## src/ucsb_pkg.sv

```systemverilog
// Purpose: Constants for the serial status and control bank.
// Assumes: Wishbone word index = byte address / 4.
// Notes: Offsets below are register indexes.
package ucsb_pkg;
	localparam int        ADR_W       = 5;
	localparam int        IDX_W       = 3;
	localparam int        DAT_W       = 32;
	localparam int        FIFO_W      = 11;
	localparam logic [2:0] IDX_RXDATAL = 3'h0;
	localparam logic [2:0] IDX_RXDATAH = 3'h1;
	localparam logic [2:0] IDX_TRANSMIT_LOW_BYTE = 3'h2;
	localparam logic [2:0] IDX_STATUS  = 3'h4;
	localparam logic [2:0] IDX_INTERRUPT_AND_LINE_CONTROL   = 3'h5;
	localparam logic [2:0] IDX_ENABLE_AND_RECEIVE_MODE_CONTROL   = 3'h6;
	// Status bit positions.
	localparam int ST_RXC = 7;
	localparam int ST_TXC = 6;
	localparam int ST_DRE = 5;
	localparam int ST_RXS = 4;
	localparam int ST_ISF = 3;
	localparam int ST_BDF = 1;
	localparam int ST_WFB = 0;
	// Interrupt and line control bit positions.
	localparam int CA_RECEIVE_COMPLETE_IRQ_ENABLE = 7;
	localparam int CA_TRANSMIT_COMPLETE_IRQ_ENABLE = 6;
	localparam int CA_DATA_EMPTY_IRQ_ENABLE = 5;
	localparam int CA_START_FRAME_IRQ_ENABLE = 4;
	localparam int CA_LOOPBACK_ENABLE  = 3;
	localparam int CA_AUTOBAUD_ERROR_IRQ_ENABLE = 2;
	localparam int CA_LDM   = 0;
	// Enable and receive mode bit positions.
	localparam int CB_RECEIVER_ENABLE  = 7;
	localparam int CB_TRANSMITTER_ENABLE  = 6;
	localparam int CB_START_FRAME_DETECT_ENABLE = 4;
	localparam int CB_RXM   = 1;
	localparam logic [7:0] INTERRUPT_AND_LINE_CONTROL_RST = 8'h00;
	localparam logic [7:0] ENABLE_AND_RECEIVE_MODE_CONTROL_RST = 8'h00;
	localparam logic [7:0] ENABLE_AND_RECEIVE_MODE_CONTROL_WMASK = 8'hd6;
	localparam logic [1:0] LDM_OFF = 2'h0;
	localparam logic [1:0] LDM_EXT = 2'h1;
	localparam logic [1:0] LDM_INT = 2'h2;
	localparam logic [1:0] RXM_NORMAL = 2'h0;
	localparam logic [1:0] RXM_DOUBLE_SPEED_MODE  = 2'h1;
	localparam logic [1:0] RXM_GENERIC_AUTOBAUD_MODE = 2'h2;
	localparam logic [1:0] RXM_LIN_CONSTRAINED_AUTOBAUD_MODE = 2'h3;
	localparam logic [7:0] SYNC_CHAR = 8'h55;
	localparam logic [3:0] BREAK_BITS = 4'hb;
	typedef enum logic [1:0] {UCSB_TX_OFF, UCSB_TX_ON, UCSB_TX_DRAIN} ucsb_tx_t;
endpackage : ucsb_pkg

```

## src/ucsb_line_edge.sv

```systemverilog
// Purpose: Edge finder on the receive line.
// Assumes: Line already synchronous to clk_i.
// Notes: Rise is reported only after a low level was seen.
`timescale 1ns/1ps
module ucsb_line_edge
	import ucsb_pkg::*;
(
	input  wire logic clk_i,   // Clock.
	input  wire logic rst_i,   // Synchronous reset.
	input  wire logic line_i,  // Receive line.
	output logic      fall_o,  // Idle-high to start-low edge.
	output logic      rise_o   // Low-to-high edge.
);
	logic prev;

	always_ff @(posedge clk_i)
	begin
		if (rst_i)
			prev <= 1'b1;
		else
			prev <= line_i;
	end

	assign fall_o = prev & ~line_i;
	assign rise_o = ~prev & line_i;

	a_fall_edge: assert property (@(posedge clk_i) disable iff (rst_i)
		fall_o |-> $past(line_i) && !line_i) else $error("fall without edge");
endmodule : ucsb_line_edge

```

## src/ucsb_rx_fifo.sv

```systemverilog
// Purpose: Two-entry receive buffer.
// Assumes: Push is dropped when full; flush wins over push.
// Notes: Entry holds data plus frame, overflow and parity flags.
`timescale 1ns/1ps
module ucsb_rx_fifo
	import ucsb_pkg::*;
(
	input  wire logic              clk_i,   // Clock.
	input  wire logic              rst_i,   // Synchronous reset.
	input  wire logic              flush_i, // Drop all entries.
	input  wire logic              push_i,  // Write one entry.
	input  wire logic [FIFO_W-1:0] data_i,  // Entry to write.
	input  wire logic              pop_i,   // Discard head entry.
	output logic      [FIFO_W-1:0] head_o,  // Head entry.
	output logic      [1:0]        count_o  // Entries held.
);
	logic [FIFO_W-1:0] mem [2];
	logic              rd;
	logic              wr;

	always_ff @(posedge clk_i)
	begin
		if (rst_i || flush_i)
		begin
			rd      <= 1'b0;
			wr      <= 1'b0;
			count_o <= 2'h0;
		end
		else
		begin
			if (push_i && count_o != 2'h2)
			begin
				mem[wr] <= data_i;
				wr      <= ~wr;
			end
			if (pop_i && count_o != 2'h0)
				rd <= ~rd;
			count_o <= count_o + 2'((push_i && count_o != 2'h2) ? 1 : 0)
				- 2'((pop_i && count_o != 2'h0) ? 1 : 0);
		end
	end

	assign head_o = (count_o == 2'h0) ? '0 : mem[rd];

	a_fifo_flush: assert property (@(posedge clk_i) disable iff (rst_i)
		flush_i |=> count_o == 2'h0) else $error("flush left entries");
endmodule : ucsb_rx_fifo

```

## src/ucsb_bank.sv

```systemverilog
// Purpose: Status, interrupt and enable control of a serial transceiver.
// Assumes: Receiver, transmitter shifter and baud logic sit outside.
// Notes: Classic Wishbone slave, ack one cycle after request.
//
// Design decision made here: the Wishbone register port.
`timescale 1ns/1ps
module ucsb_bank
	import ucsb_pkg::*;
(
	input  wire logic             clk_i,        // Clock, 200 MHz.
	input  wire logic             rst_i,        // Synchronous reset.
	input  wire logic             cyc_i,        // Wishbone cycle.
	input  wire logic             stb_i,        // Wishbone strobe.
	input  wire logic             we_i,         // Wishbone write.
	input  wire logic [ADR_W-1:0] adr_i,        // Byte address.
	input  wire logic [3:0]       sel_i,        // Byte selects.
	input  wire logic [DAT_W-1:0] dat_i,        // Write data.
	output logic      [DAT_W-1:0] dat_o,        // Read data.
	output logic                  ack_o,        // Acknowledge.
	input  wire logic             rxd_i,        // Receive pin.
	input  wire logic             txd_core_i,   // Serial out of shifter.
	output logic                  rxd_core_o,   // Serial in to receiver.
	output logic                  txd_o,        // Transmit pin value.
	output logic                  txd_oe_o,     // Transmit pin drive.
	output logic                  rxd_own_o,    // Receive pin overridden.
	output logic                  te_o,         // External driver enable.
	input  wire logic             baud_tick_i,  // One pulse per bit time.
	input  wire logic             rx_valid_i,   // Character received.
	input  wire logic [7:0]       rx_data_i,    // Received character.
	input  wire logic [2:0]       rx_err_i,     // Frame, overflow, parity.
	input  wire logic             sync_done_i,  // Sync character ended.
	input  wire logic             sync_bad_i,   // Sync timing invalid.
	input  wire logic [7:0]       sync_char_i,  // Sync character value.
	input  wire logic             tx_busy_i,    // Shifter holds a frame.
	input  wire logic             tx_done_i,    // Frame fully shifted.
	output logic                  tx_load_o,    // Move buffer to shifter.
	output logic      [7:0]       tx_data_o,    // Character to shifter.
	output logic                  rx_enable_o,  // Receiver enabled.
	output logic                  tx_enable_o,  // Transmitter active.
	output logic      [1:0]       rx_mode_o,    // Receiver mode.
	output logic                  ab_reset_o,   // Auto-baud logic reset.
	output logic                  fsm_idle_o,   // Return to idle pulse.
	input  wire logic             sleep_idle_i, // System in idle sleep.
	input  wire logic             sleep_stby_i, // System in standby.
	output logic                  wake_o,       // Wake request pulse.
	input  wire logic             txc_ack_i,    // Transmit vector taken.
	output logic                  rx_irq_o,     // Receive vector request.
	output logic                  txc_irq_o,    // Transmit done request.
	output logic                  dre_irq_o     // Buffer empty request.
);
	// ------------------------------------------------------------
	// Bus decode
	// ------------------------------------------------------------
	logic [7:0]       ctrl_a;
	logic [7:0]       ctrl_b;
	logic             f_txc;
	logic             f_dre;
	logic             f_rxs;
	logic             f_isf;
	logic             f_bdf;
	logic [7:0]       tx_buf;
	logic [FIFO_W-1:0] rx_head;
	logic [1:0]       rx_count;
	logic             req;
	logic             wr;
	logic             rd;
	logic [IDX_W-1:0] idx;
	logic [7:0]       wbyte;
	logic             fall;
	logic             rise;
	logic             autobaud;
	logic             break_arm;
	logic             wfb_arm;
	logic [3:0]       low_bits;
	ucsb_tx_t         tx_state;

	function automatic logic hit(input logic [IDX_W-1:0] a, input logic [IDX_W-1:0] b);
		hit = (a == b);
	endfunction : hit

	assign req   = cyc_i & stb_i;
	assign idx   = adr_i[ADR_W-1:2];
	assign wbyte = dat_i[7:0];
	// Writes and pops act on the edge at which the master sees ack.
	assign wr    = req & ack_o & we_i & sel_i[0];
	assign rd    = req & ack_o & ~we_i;

	always_ff @(posedge clk_i)
	begin
		if (rst_i)
			ack_o <= 1'b0;
		else
			ack_o <= req & ~ack_o;
	end

	always_ff @(posedge clk_i)
	begin
		if (rst_i)
			dat_o <= '0;
		else if (req & ~ack_o & ~we_i)
		begin
			dat_o <= '0;
			case (idx)
				IDX_RXDATAL: dat_o[7:0] <= rx_head[7:0];
				IDX_RXDATAH: dat_o[7:0] <= {(rx_count != 2'h0), rx_head[9], 3'h0,
					rx_head[8], rx_head[10], 1'b0};
				IDX_STATUS:  dat_o[7:0] <= {(rx_count != 2'h0), f_txc, f_dre,
					f_rxs & ctrl_b[CB_START_FRAME_DETECT_ENABLE], f_isf, 1'b0, f_bdf, 1'b0};
				IDX_INTERRUPT_AND_LINE_CONTROL:   dat_o[7:0] <= ctrl_a;
				IDX_ENABLE_AND_RECEIVE_MODE_CONTROL:   dat_o[7:0] <= ctrl_b;
				default:     dat_o <= '0;
			endcase
		end
	end

	// ------------------------------------------------------------
	// Control registers
	// ------------------------------------------------------------
	always_ff @(posedge clk_i)
	begin
		if (rst_i)
		begin
			ctrl_a <= INTERRUPT_AND_LINE_CONTROL_RST;
			ctrl_b <= ENABLE_AND_RECEIVE_MODE_CONTROL_RST;
		end
		else if (wr && hit(idx, IDX_INTERRUPT_AND_LINE_CONTROL))
			ctrl_a <= wbyte;
		else if (wr && hit(idx, IDX_ENABLE_AND_RECEIVE_MODE_CONTROL))
			ctrl_b <= wbyte & ENABLE_AND_RECEIVE_MODE_CONTROL_WMASK;
	end

	assign rx_mode_o   = ctrl_b[CB_RXM+:2];
	assign rx_enable_o = ctrl_b[CB_RECEIVER_ENABLE];
	assign rxd_own_o   = ctrl_b[CB_RECEIVER_ENABLE];
	assign autobaud    = (rx_mode_o == RXM_GENERIC_AUTOBAUD_MODE) || (rx_mode_o == RXM_LIN_CONSTRAINED_AUTOBAUD_MODE);
	// Held while the receiver is off in an auto-baud mode so no half-measured sync survives.
	assign ab_reset_o  = autobaud & ~ctrl_b[CB_RECEIVER_ENABLE];

	// ------------------------------------------------------------
	// Receive path
	// ------------------------------------------------------------
	assign rxd_core_o = ctrl_a[CA_LOOPBACK_ENABLE] ? txd_core_i : rxd_i;

	ucsb_line_edge u_edge (
		.clk_i  (clk_i),
		.rst_i  (rst_i),
		.line_i (rxd_core_o),
		.fall_o (fall),
		.rise_o (rise)
	);

	ucsb_rx_fifo u_fifo (
		.clk_i   (clk_i),
		.rst_i   (rst_i),
		.flush_i (~ctrl_b[CB_RECEIVER_ENABLE]),
		.push_i  (rx_valid_i),
		.data_i  ({rx_err_i, rx_data_i}),
		.pop_i   (rd && hit(idx, IDX_RXDATAL)),
		.head_o  (rx_head),
		.count_o (rx_count)
	);

	// ------------------------------------------------------------
	// Break and sync flags
	// ------------------------------------------------------------
	always_ff @(posedge clk_i)
	begin
		if (rst_i || !autobaud || !ctrl_b[CB_RECEIVER_ENABLE])
		begin
			low_bits  <= 4'h0;
			break_arm <= 1'b0;
			wfb_arm   <= 1'b0;
		end
		else
		begin
			if (wr && hit(idx, IDX_STATUS) && wbyte[ST_WFB])
				wfb_arm <= 1'b1;
			else if (wfb_arm && rise)
				wfb_arm <= 1'b0;
			if (baud_tick_i)
				low_bits <= rxd_core_o ? 4'h0 :
					(low_bits == BREAK_BITS ? low_bits : low_bits + 4'h1);
			if ((baud_tick_i && !rxd_core_o && low_bits == BREAK_BITS - 4'h1)
				|| (wfb_arm && rise))
				break_arm <= 1'b1;
			else if (sync_done_i)
				break_arm <= 1'b0;
		end
	end

	always_ff @(posedge clk_i)
	begin
		if (rst_i)
			f_bdf <= 1'b0;
		else if (autobaud && break_arm && sync_done_i && !sync_bad_i)
			f_bdf <= 1'b1;
		else if (rx_valid_i || (wr && hit(idx, IDX_STATUS) && wbyte[ST_BDF]))
			f_bdf <= 1'b0;
	end

	always_ff @(posedge clk_i)
	begin
		if (rst_i)
			f_isf <= 1'b0;
		else if (autobaud && sync_done_i && (sync_bad_i
			|| (rx_mode_o == RXM_LIN_CONSTRAINED_AUTOBAUD_MODE && sync_char_i != SYNC_CHAR)))
			f_isf <= 1'b1;
		else if (wr && hit(idx, IDX_STATUS) && wbyte[ST_ISF])
			f_isf <= 1'b0;
	end

	always_ff @(posedge clk_i)
	begin
		if (rst_i)
			fsm_idle_o <= 1'b0;
		else
			fsm_idle_o <= wr && hit(idx, IDX_STATUS) && wbyte[ST_ISF];
	end

	// ------------------------------------------------------------
	// Start frame detection
	// ------------------------------------------------------------
	always_ff @(posedge clk_i)
	begin
		if (rst_i)
			f_rxs <= 1'b0;
		else if (ctrl_b[CB_START_FRAME_DETECT_ENABLE] && sleep_stby_i && fall)
			f_rxs <= 1'b1;
		else if (wr && hit(idx, IDX_STATUS) && wbyte[ST_RXS])
			f_rxs <= 1'b0;
	end

	always_ff @(posedge clk_i)
	begin
		if (rst_i)
			wake_o <= 1'b0;
		else
			wake_o <= ctrl_b[CB_START_FRAME_DETECT_ENABLE] & (sleep_idle_i | sleep_stby_i) & fall;
	end

	// ------------------------------------------------------------
	// Transmit path
	// ------------------------------------------------------------
	always_ff @(posedge clk_i)
	begin
		if (rst_i)
		begin
			f_dre  <= 1'b1;
			tx_buf <= 8'h00;
		end
		else if (wr && hit(idx, IDX_TRANSMIT_LOW_BYTE) && f_dre)
		begin
			tx_buf <= wbyte;
			f_dre  <= 1'b0;
		end
		else if (tx_load_o)
			f_dre <= 1'b1;
	end

	// A write while the buffer is full is ignored, as the flag warns.
	assign tx_load_o = !f_dre && tx_state != UCSB_TX_OFF && !tx_busy_i;
	assign tx_data_o = tx_buf;

	always_ff @(posedge clk_i)
	begin
		if (rst_i)
			tx_state <= UCSB_TX_OFF;
		else
		begin
			case (tx_state)
				UCSB_TX_OFF:
					if (ctrl_b[CB_TRANSMITTER_ENABLE])
						tx_state <= UCSB_TX_ON;
				UCSB_TX_ON:
					if (!ctrl_b[CB_TRANSMITTER_ENABLE])
						tx_state <= UCSB_TX_DRAIN;
				UCSB_TX_DRAIN:
					if (ctrl_b[CB_TRANSMITTER_ENABLE])
						tx_state <= UCSB_TX_ON;
					else if (f_dre && !tx_busy_i)
						tx_state <= UCSB_TX_OFF;
				default:
					tx_state <= UCSB_TX_OFF;
			endcase
		end
	end

	assign tx_enable_o = tx_state != UCSB_TX_OFF;
	assign txd_o       = txd_core_i;

	always_comb
	begin
		txd_oe_o = tx_enable_o;
		te_o     = 1'b0;
		case (ctrl_a[CA_LDM+:2])
			LDM_EXT: te_o = tx_enable_o & tx_busy_i;
			LDM_INT: txd_oe_o = tx_enable_o & tx_busy_i;
			default: te_o = 1'b0;
		endcase
	end

	always_ff @(posedge clk_i)
	begin
		if (rst_i)
			f_txc <= 1'b0;
		else if (tx_done_i && f_dre && !tx_load_o)
			f_txc <= 1'b1;
		else if (txc_ack_i || (wr && hit(idx, IDX_STATUS) && wbyte[ST_TXC]))
			f_txc <= 1'b0;
	end

	// ------------------------------------------------------------
	// Interrupt requests
	// ------------------------------------------------------------
	assign txc_irq_o = f_txc & ctrl_a[CA_TRANSMIT_COMPLETE_IRQ_ENABLE];
	assign dre_irq_o = f_dre & ctrl_a[CA_DATA_EMPTY_IRQ_ENABLE];
	assign rx_irq_o  = ((rx_count != 2'h0) & ctrl_a[CA_RECEIVE_COMPLETE_IRQ_ENABLE])
		| (f_rxs & ctrl_b[CB_START_FRAME_DETECT_ENABLE] & ctrl_a[CA_START_FRAME_IRQ_ENABLE])
		| (f_isf & ctrl_a[CA_AUTOBAUD_ERROR_IRQ_ENABLE]);

	// ------------------------------------------------------------
	// Checks
	// ------------------------------------------------------------
	a_rxc_flush: assert property (@(posedge clk_i) disable iff (rst_i)
		$fell(ctrl_b[CB_RECEIVER_ENABLE]) |=> !(rx_irq_o && !f_isf && !f_rxs)) else $error("rx flag kept");
	a_dre_write: assert property (@(posedge clk_i) disable iff (rst_i)
		wr && idx == IDX_TRANSMIT_LOW_BYTE && f_dre |=> !f_dre) else $error("empty not cleared");
	a_txc_clear: assert property (@(posedge clk_i) disable iff (rst_i)
		txc_ack_i && !tx_done_i |=> !f_txc) else $error("done flag not cleared");
	a_txc_set: assert property (@(posedge clk_i) disable iff (rst_i)
		$rose(f_txc) |-> $past(tx_done_i) && $past(f_dre)) else $error("done without frame");
	a_rxs_cause: assert property (@(posedge clk_i) disable iff (rst_i)
		$rose(f_rxs) |-> $past(sleep_stby_i) && $past(ctrl_b[CB_START_FRAME_DETECT_ENABLE])) else $error("bad start");
	a_isf_idle: assert property (@(posedge clk_i) disable iff (rst_i)
		wr && idx == IDX_STATUS && wbyte[ST_ISF] |=> fsm_idle_o) else $error("no idle pulse");
	a_tx_drain: assert property (@(posedge clk_i) disable iff (rst_i)
		tx_enable_o && !ctrl_b[CB_TRANSMITTER_ENABLE] && (tx_busy_i || !f_dre) |=> tx_enable_o)
		else $error("transmitter stopped early");
	a_pin_release: assert property (@(posedge clk_i) disable iff (rst_i)
		!tx_enable_o |-> !txd_oe_o && !te_o) else $error("pin driven while off");
	a_loopback: assert property (@(posedge clk_i) disable iff (rst_i)
		ctrl_a[CA_LOOPBACK_ENABLE] |-> rxd_core_o == txd_core_i) else $error("loop-back broken");
	a_ack_pulse: assert property (@(posedge clk_i) disable iff (rst_i)
		ack_o |=> !ack_o) else $error("ack held");
endmodule : ucsb_bank

```

## config.mk

```make
export PLATFORM = sky130hd
export DESIGN_NAME = ucsb_bank
export DESIGN_NICKNAME = d
export VERILOG_FILES = /design/src/ucsb_pkg.sv /design/src/ucsb_line_edge.sv /design/src/ucsb_rx_fifo.sv /design/src/ucsb_bank.sv
export SDC_FILE = /design/constraint.sdc
export NUM_CORES = 1
export LEC_CHECK = 0
export ABC_AREA = 1
export BUFFER_PORTS_ARGS = -buffer_cell sky130_fd_sc_hd__buf_4
export CORE_UTILIZATION = 51
export CTS_BUF_LIST = sky130_fd_sc_hd__clkbuf_4 sky130_fd_sc_hd__clkbuf_8
export CTS_CLUSTER_SIZE = 14
export DETAILED_ROUTE_END_ITERATION = 10
export PLACE_DENSITY = 0.83
export SLEW_MARGIN = 5
export SYNTH_ARGS = -nofsm -noshare
export SYNTH_HDL_FRONTEND = slang
export SYNTH_HIERARCHICAL = 1
export SYNTH_SLANG_ARGS = --single-unit
```

## constraint.sdc

```tcl
create_clock -name clk_i -period 2.56 [get_ports clk_i]
set_input_delay 0.384 -clock clk_i [delete_from_list [all_inputs] [get_ports clk_i]]
set_output_delay 0.384 -clock clk_i [all_outputs]
set_load 0.02 [all_outputs]
```

# Yosys cells after proc, flatten, opt, wreduce, memory -nomap -nowiden
# Memories as Yosys holds them, arrays and structs flattened. A register that Yosys moved wholly into a read port is not among the register bits.
# Index checks and enable logic that the tools add are counted.
# word_totals
register_bits	50
mem_bits_rw	22
in_bits	76
out_inout_bits	57
word_cells	165
n_memories	1
# classes
n_addsub	3
eq_ne	19
mux	33
bitwise	30
reduce_logical	59
# memory_table
memory	words	word_bits	rd	rd_clocked_by_memory_dff	write_ports	line_no	rtl
u_fifo.mem	2	11	1	1	1	ucsb_rx_fifo.sv:17	logic [FIFO_W-1:0] mem [2];
# op_table
operator	count
case mux 8 bit (5 select lines)	1
logical AND 1 bit	29
2-to-1 mux 1 bit	24
AND 1 bit	19
nonzero test 2 bit	9
2-to-1 mux 11 bit	1
== test 3 bit (second input constant)	3
== test 2 bit (second input constant)	4
== test 4 bit (second input constant)	2
logical OR 1 bit	8
2-to-1 mux 2 bit	4
2-to-1 mux 4 bit	2
!= test 2 bit (second input constant)	4
!= test 8 x 7 -> 1 bit (second input constant)	1
NOT 1 bit	8
logical NOT 1 bit	7
case mux 2 bit (3 select lines)	1
adder 4 x 1 -> 4 bit (second input constant)	1
== test 2 x 1 -> 1 bit (second input constant)	2
logical NOT 2 bit	2
AND reduction 2 bit	2
== test 3 x 1 -> 1 bit (second input constant)	1
== test 3 x 2 -> 1 bit (second input constant)	1
logical NOT 3 bit	1
other kinds (5)	7

# Depth between registers and ports, before layout
# logic_depth
depth_word	9
mapped_depth	13
mapped_depth_nobuf	12

# By module
# The synthesis kept the hierarchy.
# by_module_without_submodules
mod	n_inst	cells_each	area_per_inst_um2	seq_area_each_um2
ucsb_bank	1	343	2382.3	900.9
ucsb_rx_fifo	1	97	1068.5	760.7
ucsb_line_edge	1	7	42.5	20.0

# Least setup slack after synthesis
# No wires, ideal clock.
# synth_path
kind	reg2reg
start	register ctrl_b[7]
end	memory u_fifo.mem[1][0] (enable)
setup_ns	0.393
arrival_ns	1.676
t_required_ns	2.167
slack_ns	0.491
stages_incl_launch_ff	5
path_buffers	0
synth_period_minus_slack_ns	2.069
cell_sequence	dfxtp_1 inv_1 nor2_2 inv_1 nor3_1
# synth_between
elab_chain_len	4
# synth_rtl
element	line_no	rtl
from (decl)	ucsb_bank.sv:55	logic [7:0] ctrl_b;
from (signal assigned)	ucsb_bank.sv:129	ctrl_b <= wbyte & ENABLE_AND_RECEIVE_MODE_CONTROL_WMASK;
NOT 1 bit	ucsb_bank.sv:155	.flush_i (~ctrl_b[CB_RECEIVER_ENABLE]),
logical OR 1 bit	ucsb_rx_fifo.sv:23	if (rst_i || flush_i)
2-to-1 mux 1 bit	ucsb_rx_fifo.sv:23	
2-to-1 mux 1 bit (implied by the code)	ucsb_rx_fifo.sv:33	mem[wr] <= data_i;
to (decl)	ucsb_rx_fifo.sv:17	
# No other way between the ends.

# Worst setup path in the final report
# layout_path
start	register tx_state[0]
end	output port tx_load_o
# layout_between
elab_chain_len	3
# layout_rtl
element	line_no	rtl
from (decl)	ucsb_bank.sv:75	ucsb_tx_t tx_state;
from (signal assigned)	ucsb_bank.sv:267	tx_state <= UCSB_TX_OFF;
from (signal assigned)	ucsb_bank.sv:273	tx_state <= UCSB_TX_ON;
from (signal assigned)	ucsb_bank.sv:276	tx_state <= UCSB_TX_DRAIN;
nonzero test 2 bit	ucsb_bank.sv:261	assign tx_load_o = !f_dre && tx_state != UCSB_TX_OFF && !tx_busy_i;
logical AND 1 bit (2 in series)	ucsb_bank.sv:261	
to (decl)	ucsb_bank.sv:36	output logic tx_load_o,
# No other way between the ends.

==> results.txt <==
Outcome - finished with violations
Failing checks - design-rule violations
Sequential area share after synthesis - 0.4814
H-tree depth - 3
Critical Path RT - 2.18 ns
Tightest Hold Check Type - primary input to register
Post-CTS Setup Bufs - 0
Commonest non-fill, non-tap cell in the layout - nand2_1
Seq cells post-synth - 73
Vias in the first global route - 2994
Worst setup path end - tx_load_o
Router iterations before antenna repair - 9
RSZ-0062 raised after global routing - false
Post-DR wirelength/cell - 13.70 microns
Routed WL - 8303 microns
Hold Vio Cnt, Final - 0
Nets - 603
M1 GR Usage - 0.2870
Pre-CTS setup slack - 0.6275 ns
R2R Path Start - u_fifo/count_o[1]$_SDFF_PP0_
Period Utilization, post-route - 0.6813
Flop-to-flop setup slack - 0.84 ns
Gr usage total - 0.2427
Startpoint types - register
Setup ws final - 0.8159 ns
Antenna violations before repair - 0
Clock Skews - 0.01099 ns
YS warnings - 6
DIE AREA - 0.007184 sq mm
Layout cells sized above 1 - 0.2117
CP arrival - 1.36 ns
Die height - 84.76 microns
Cell depth of the worst flop-to-flop path - 7
Port-buffer cells - 79
P&R area growth vs syn - 23.21%
Mean Syn Cell Area - 7.815 sq um
Max clock buf depth - 2
Clock Latency Late Sink - 0.35 ns
Peak Freq - 573.4 MHz
Hold Slack - 0.2169 ns
Resize count post-CTS - 0
Initial Utilization - 0.5379
Worst setup EP type - output pin
Peak supply drop - 0.0003616 V
CTS root buf - clkbuf_8
PwrDens - 603.7 mW/mm^2
Setup CP Type - register to output pin
Largest net degree at the start of global routing - 24
Crit path from - tx_state[0]$_SDFFE_PP0P_
Post-Layout Inst Area - 0.004304 sq mm
Worst path most repeated cell - inv_1
CTS Buf Count - 9
Count of cell types in the netlist - 29
Most frequent cells in the layout - 98 x nand2_1, 83 x buf_4, 55 x inv_1
Clk sink count - 73
Slew Limit Fails - 0
Final worst path period need - 1.744 ns
Ports - 133
Die width - 84.76 microns
1st-iter DRT viols - 307
Via count - 3151
Power consumption - 0.002598 W
CP max stage delay - 0.32 ns
Worst Tran Pin Value - 0.5761 ns
DRC Markers - 10
Max Cap Viol - 0
# diodes - 0
Cts hold-fix bufs - 0
Critical path cell sequence - inv_1 -> nand2_1 -> inv_1 -> nor3_1 -> buf_4
Row count - 29
Synthesized area - 0.003493 sq mm
Setup TNS - 0 ns
Worst path bufs/invs - 3
Cell Area, Placed - 0.004028 sq mm
Core Area - 0.006495 sq mm
CTS tree - yes
GR Layer Usage met2 - 0.4272
First-pass GRT wire length - 13510 microns
Max FO, Critical Path - 4
Post-DRT Antenna Nets - 0
Routability Congestion - 0.9135
Largest delay share family, worst path - simple AND/OR/NAND/NOR gates
Filler cell count - 558
Stages on the worst setup path - 5
Grt met3 use - 0.03933
Via density - 5.200
Worst-path clk slew - 0.08 ns
R2R Path End - u_fifo/count_o[1]$_SDFF_PP0_
Mapped Cells - 447
Busiest grt layer - met2
CP max-delay cell - dfxtp_1
Gr ovfl total - 0
Final Setup Violations - 0
Hpwl dp - 6060 microns
Max-Slew Margin vs Limit - 0.6138
Leak - 1.812 nW
==> metrics by stage <==
step | util | std cells
2_1_floorplan | - | 470
3_3_place_gp | 0.6201 | 590
3_5_place_dp | 0.6201 | 590
4_1_cts | 0.6627 | 606
5_1_grt | 0.6627 | 606
6_report | 0.6627 | 606
==> logic make-up (layout without fill, tap and decap cells) <==
group,after synthesis,count (layout),synth area share
flops,73,73,0.4814
simple gates,187,187,0.2414
buf+inv,97,156,0.1390
fa+ha+maj,3,3,0.01075
other cells,1,24,0.001073
compound gates,86,86,0.1264
==> cells in the mapped netlist (all sizes together) <==
cell     n  share of area
a21boi   1         0.0021
a21oi   50          0.072
a22oi    1         0.0021
a311oi   1         0.0025
buf     36          0.073
clkbuf   4         0.0043
conb     1         0.0011
dfxtp   51           0.29
edfxtp  22           0.19
ha       3          0.011
inv     57          0.061
nand2   98           0.11
nand3   36          0.057
nand3b   3         0.0064
nand4    8          0.014
nor2    34          0.044
nor2b    2         0.0036
nor3     4         0.0072
nor4     2         0.0036
o21ai   32          0.046
o31ai    1         0.0021
==> sequential cells by signal, indices dropped and copies added, names as in the netlist, 2 cells and up, named ones only <==
| register | cells |
|---|---|
| ctrl_a | 8 |
| dat_o | 8 |
| u_fifo/count_o | 2 |
| tx_data_o | 8 |
| u_fifo/mem | 22 |
| ctrl_b | 5 |
| low_bits | 4 |
| tx_state | 2 |
==> layout make-up <==
cell class | count | area [sq um] | share of cell area
Sequential cell | 73 | 1682 | 0.3907
Clock inverter | 5 | 125.1 | 0.02907
Inverter | 57 | 214.0 | 0.04971
Timing Repair Buffer | 83 | 623.1 | 0.1448
Clock buffer | 11 | 151.4 | 0.03517
Tap cell | 77 | 96.34 | 0.02238
Multi-Input combinational cell | 300 | 1413 | 0.3282
==> metal layers <==
layer,vias to the layer above,share of wire
met5,-,0
met4,0,0.022
met3,19,0.067
met2,136,0.51
met1,1429,0.40
li1,1567,-
==> report_power, final <==
| part | internal (W) | leakage [nW] | switching (W) |
|---|---|---|---|
| Combinational | 0.0000646 | 1.06 | 0.000109 |
| Clock | 0.000798 | 0.140 | 0.000432 |
| Sequential | 0.00119 | 0.609 | 0.00000305 |
==> worst min path at each step <==
stage | from | to | slack [ns] | cells past startpoint
2_1_floorplan | ctrl_a[5]$_SDFFE_PP0P_ | ctrl_a[5]$_SDFFE_PP0P_ | 0.44 | 2
3_3_place_gp | tx_data_o[4]$_SDFFE_PP0P_ | tx_data_o[4]$_SDFFE_PP0P_ | 0.43 | 2
3_5_place_dp | tx_data_o[1]$_SDFFE_PP0P_ | tx_data_o[1]$_SDFFE_PP0P_ | 0.44 | 2
4_1_cts | rx_data_i[4] | u_fifo/mem[0][4]$_DFFE_PP_ | 0.21 | 1
5_1_grt | rx_data_i[4] | u_fifo/mem[1][4]$_DFFE_PP_ | 0.21 | 1
6_report | rx_data_i[2] | u_fifo/mem[1][2]$_DFFE_PP_ | 0.22 | 1
(Power assumes the default switching activity.)
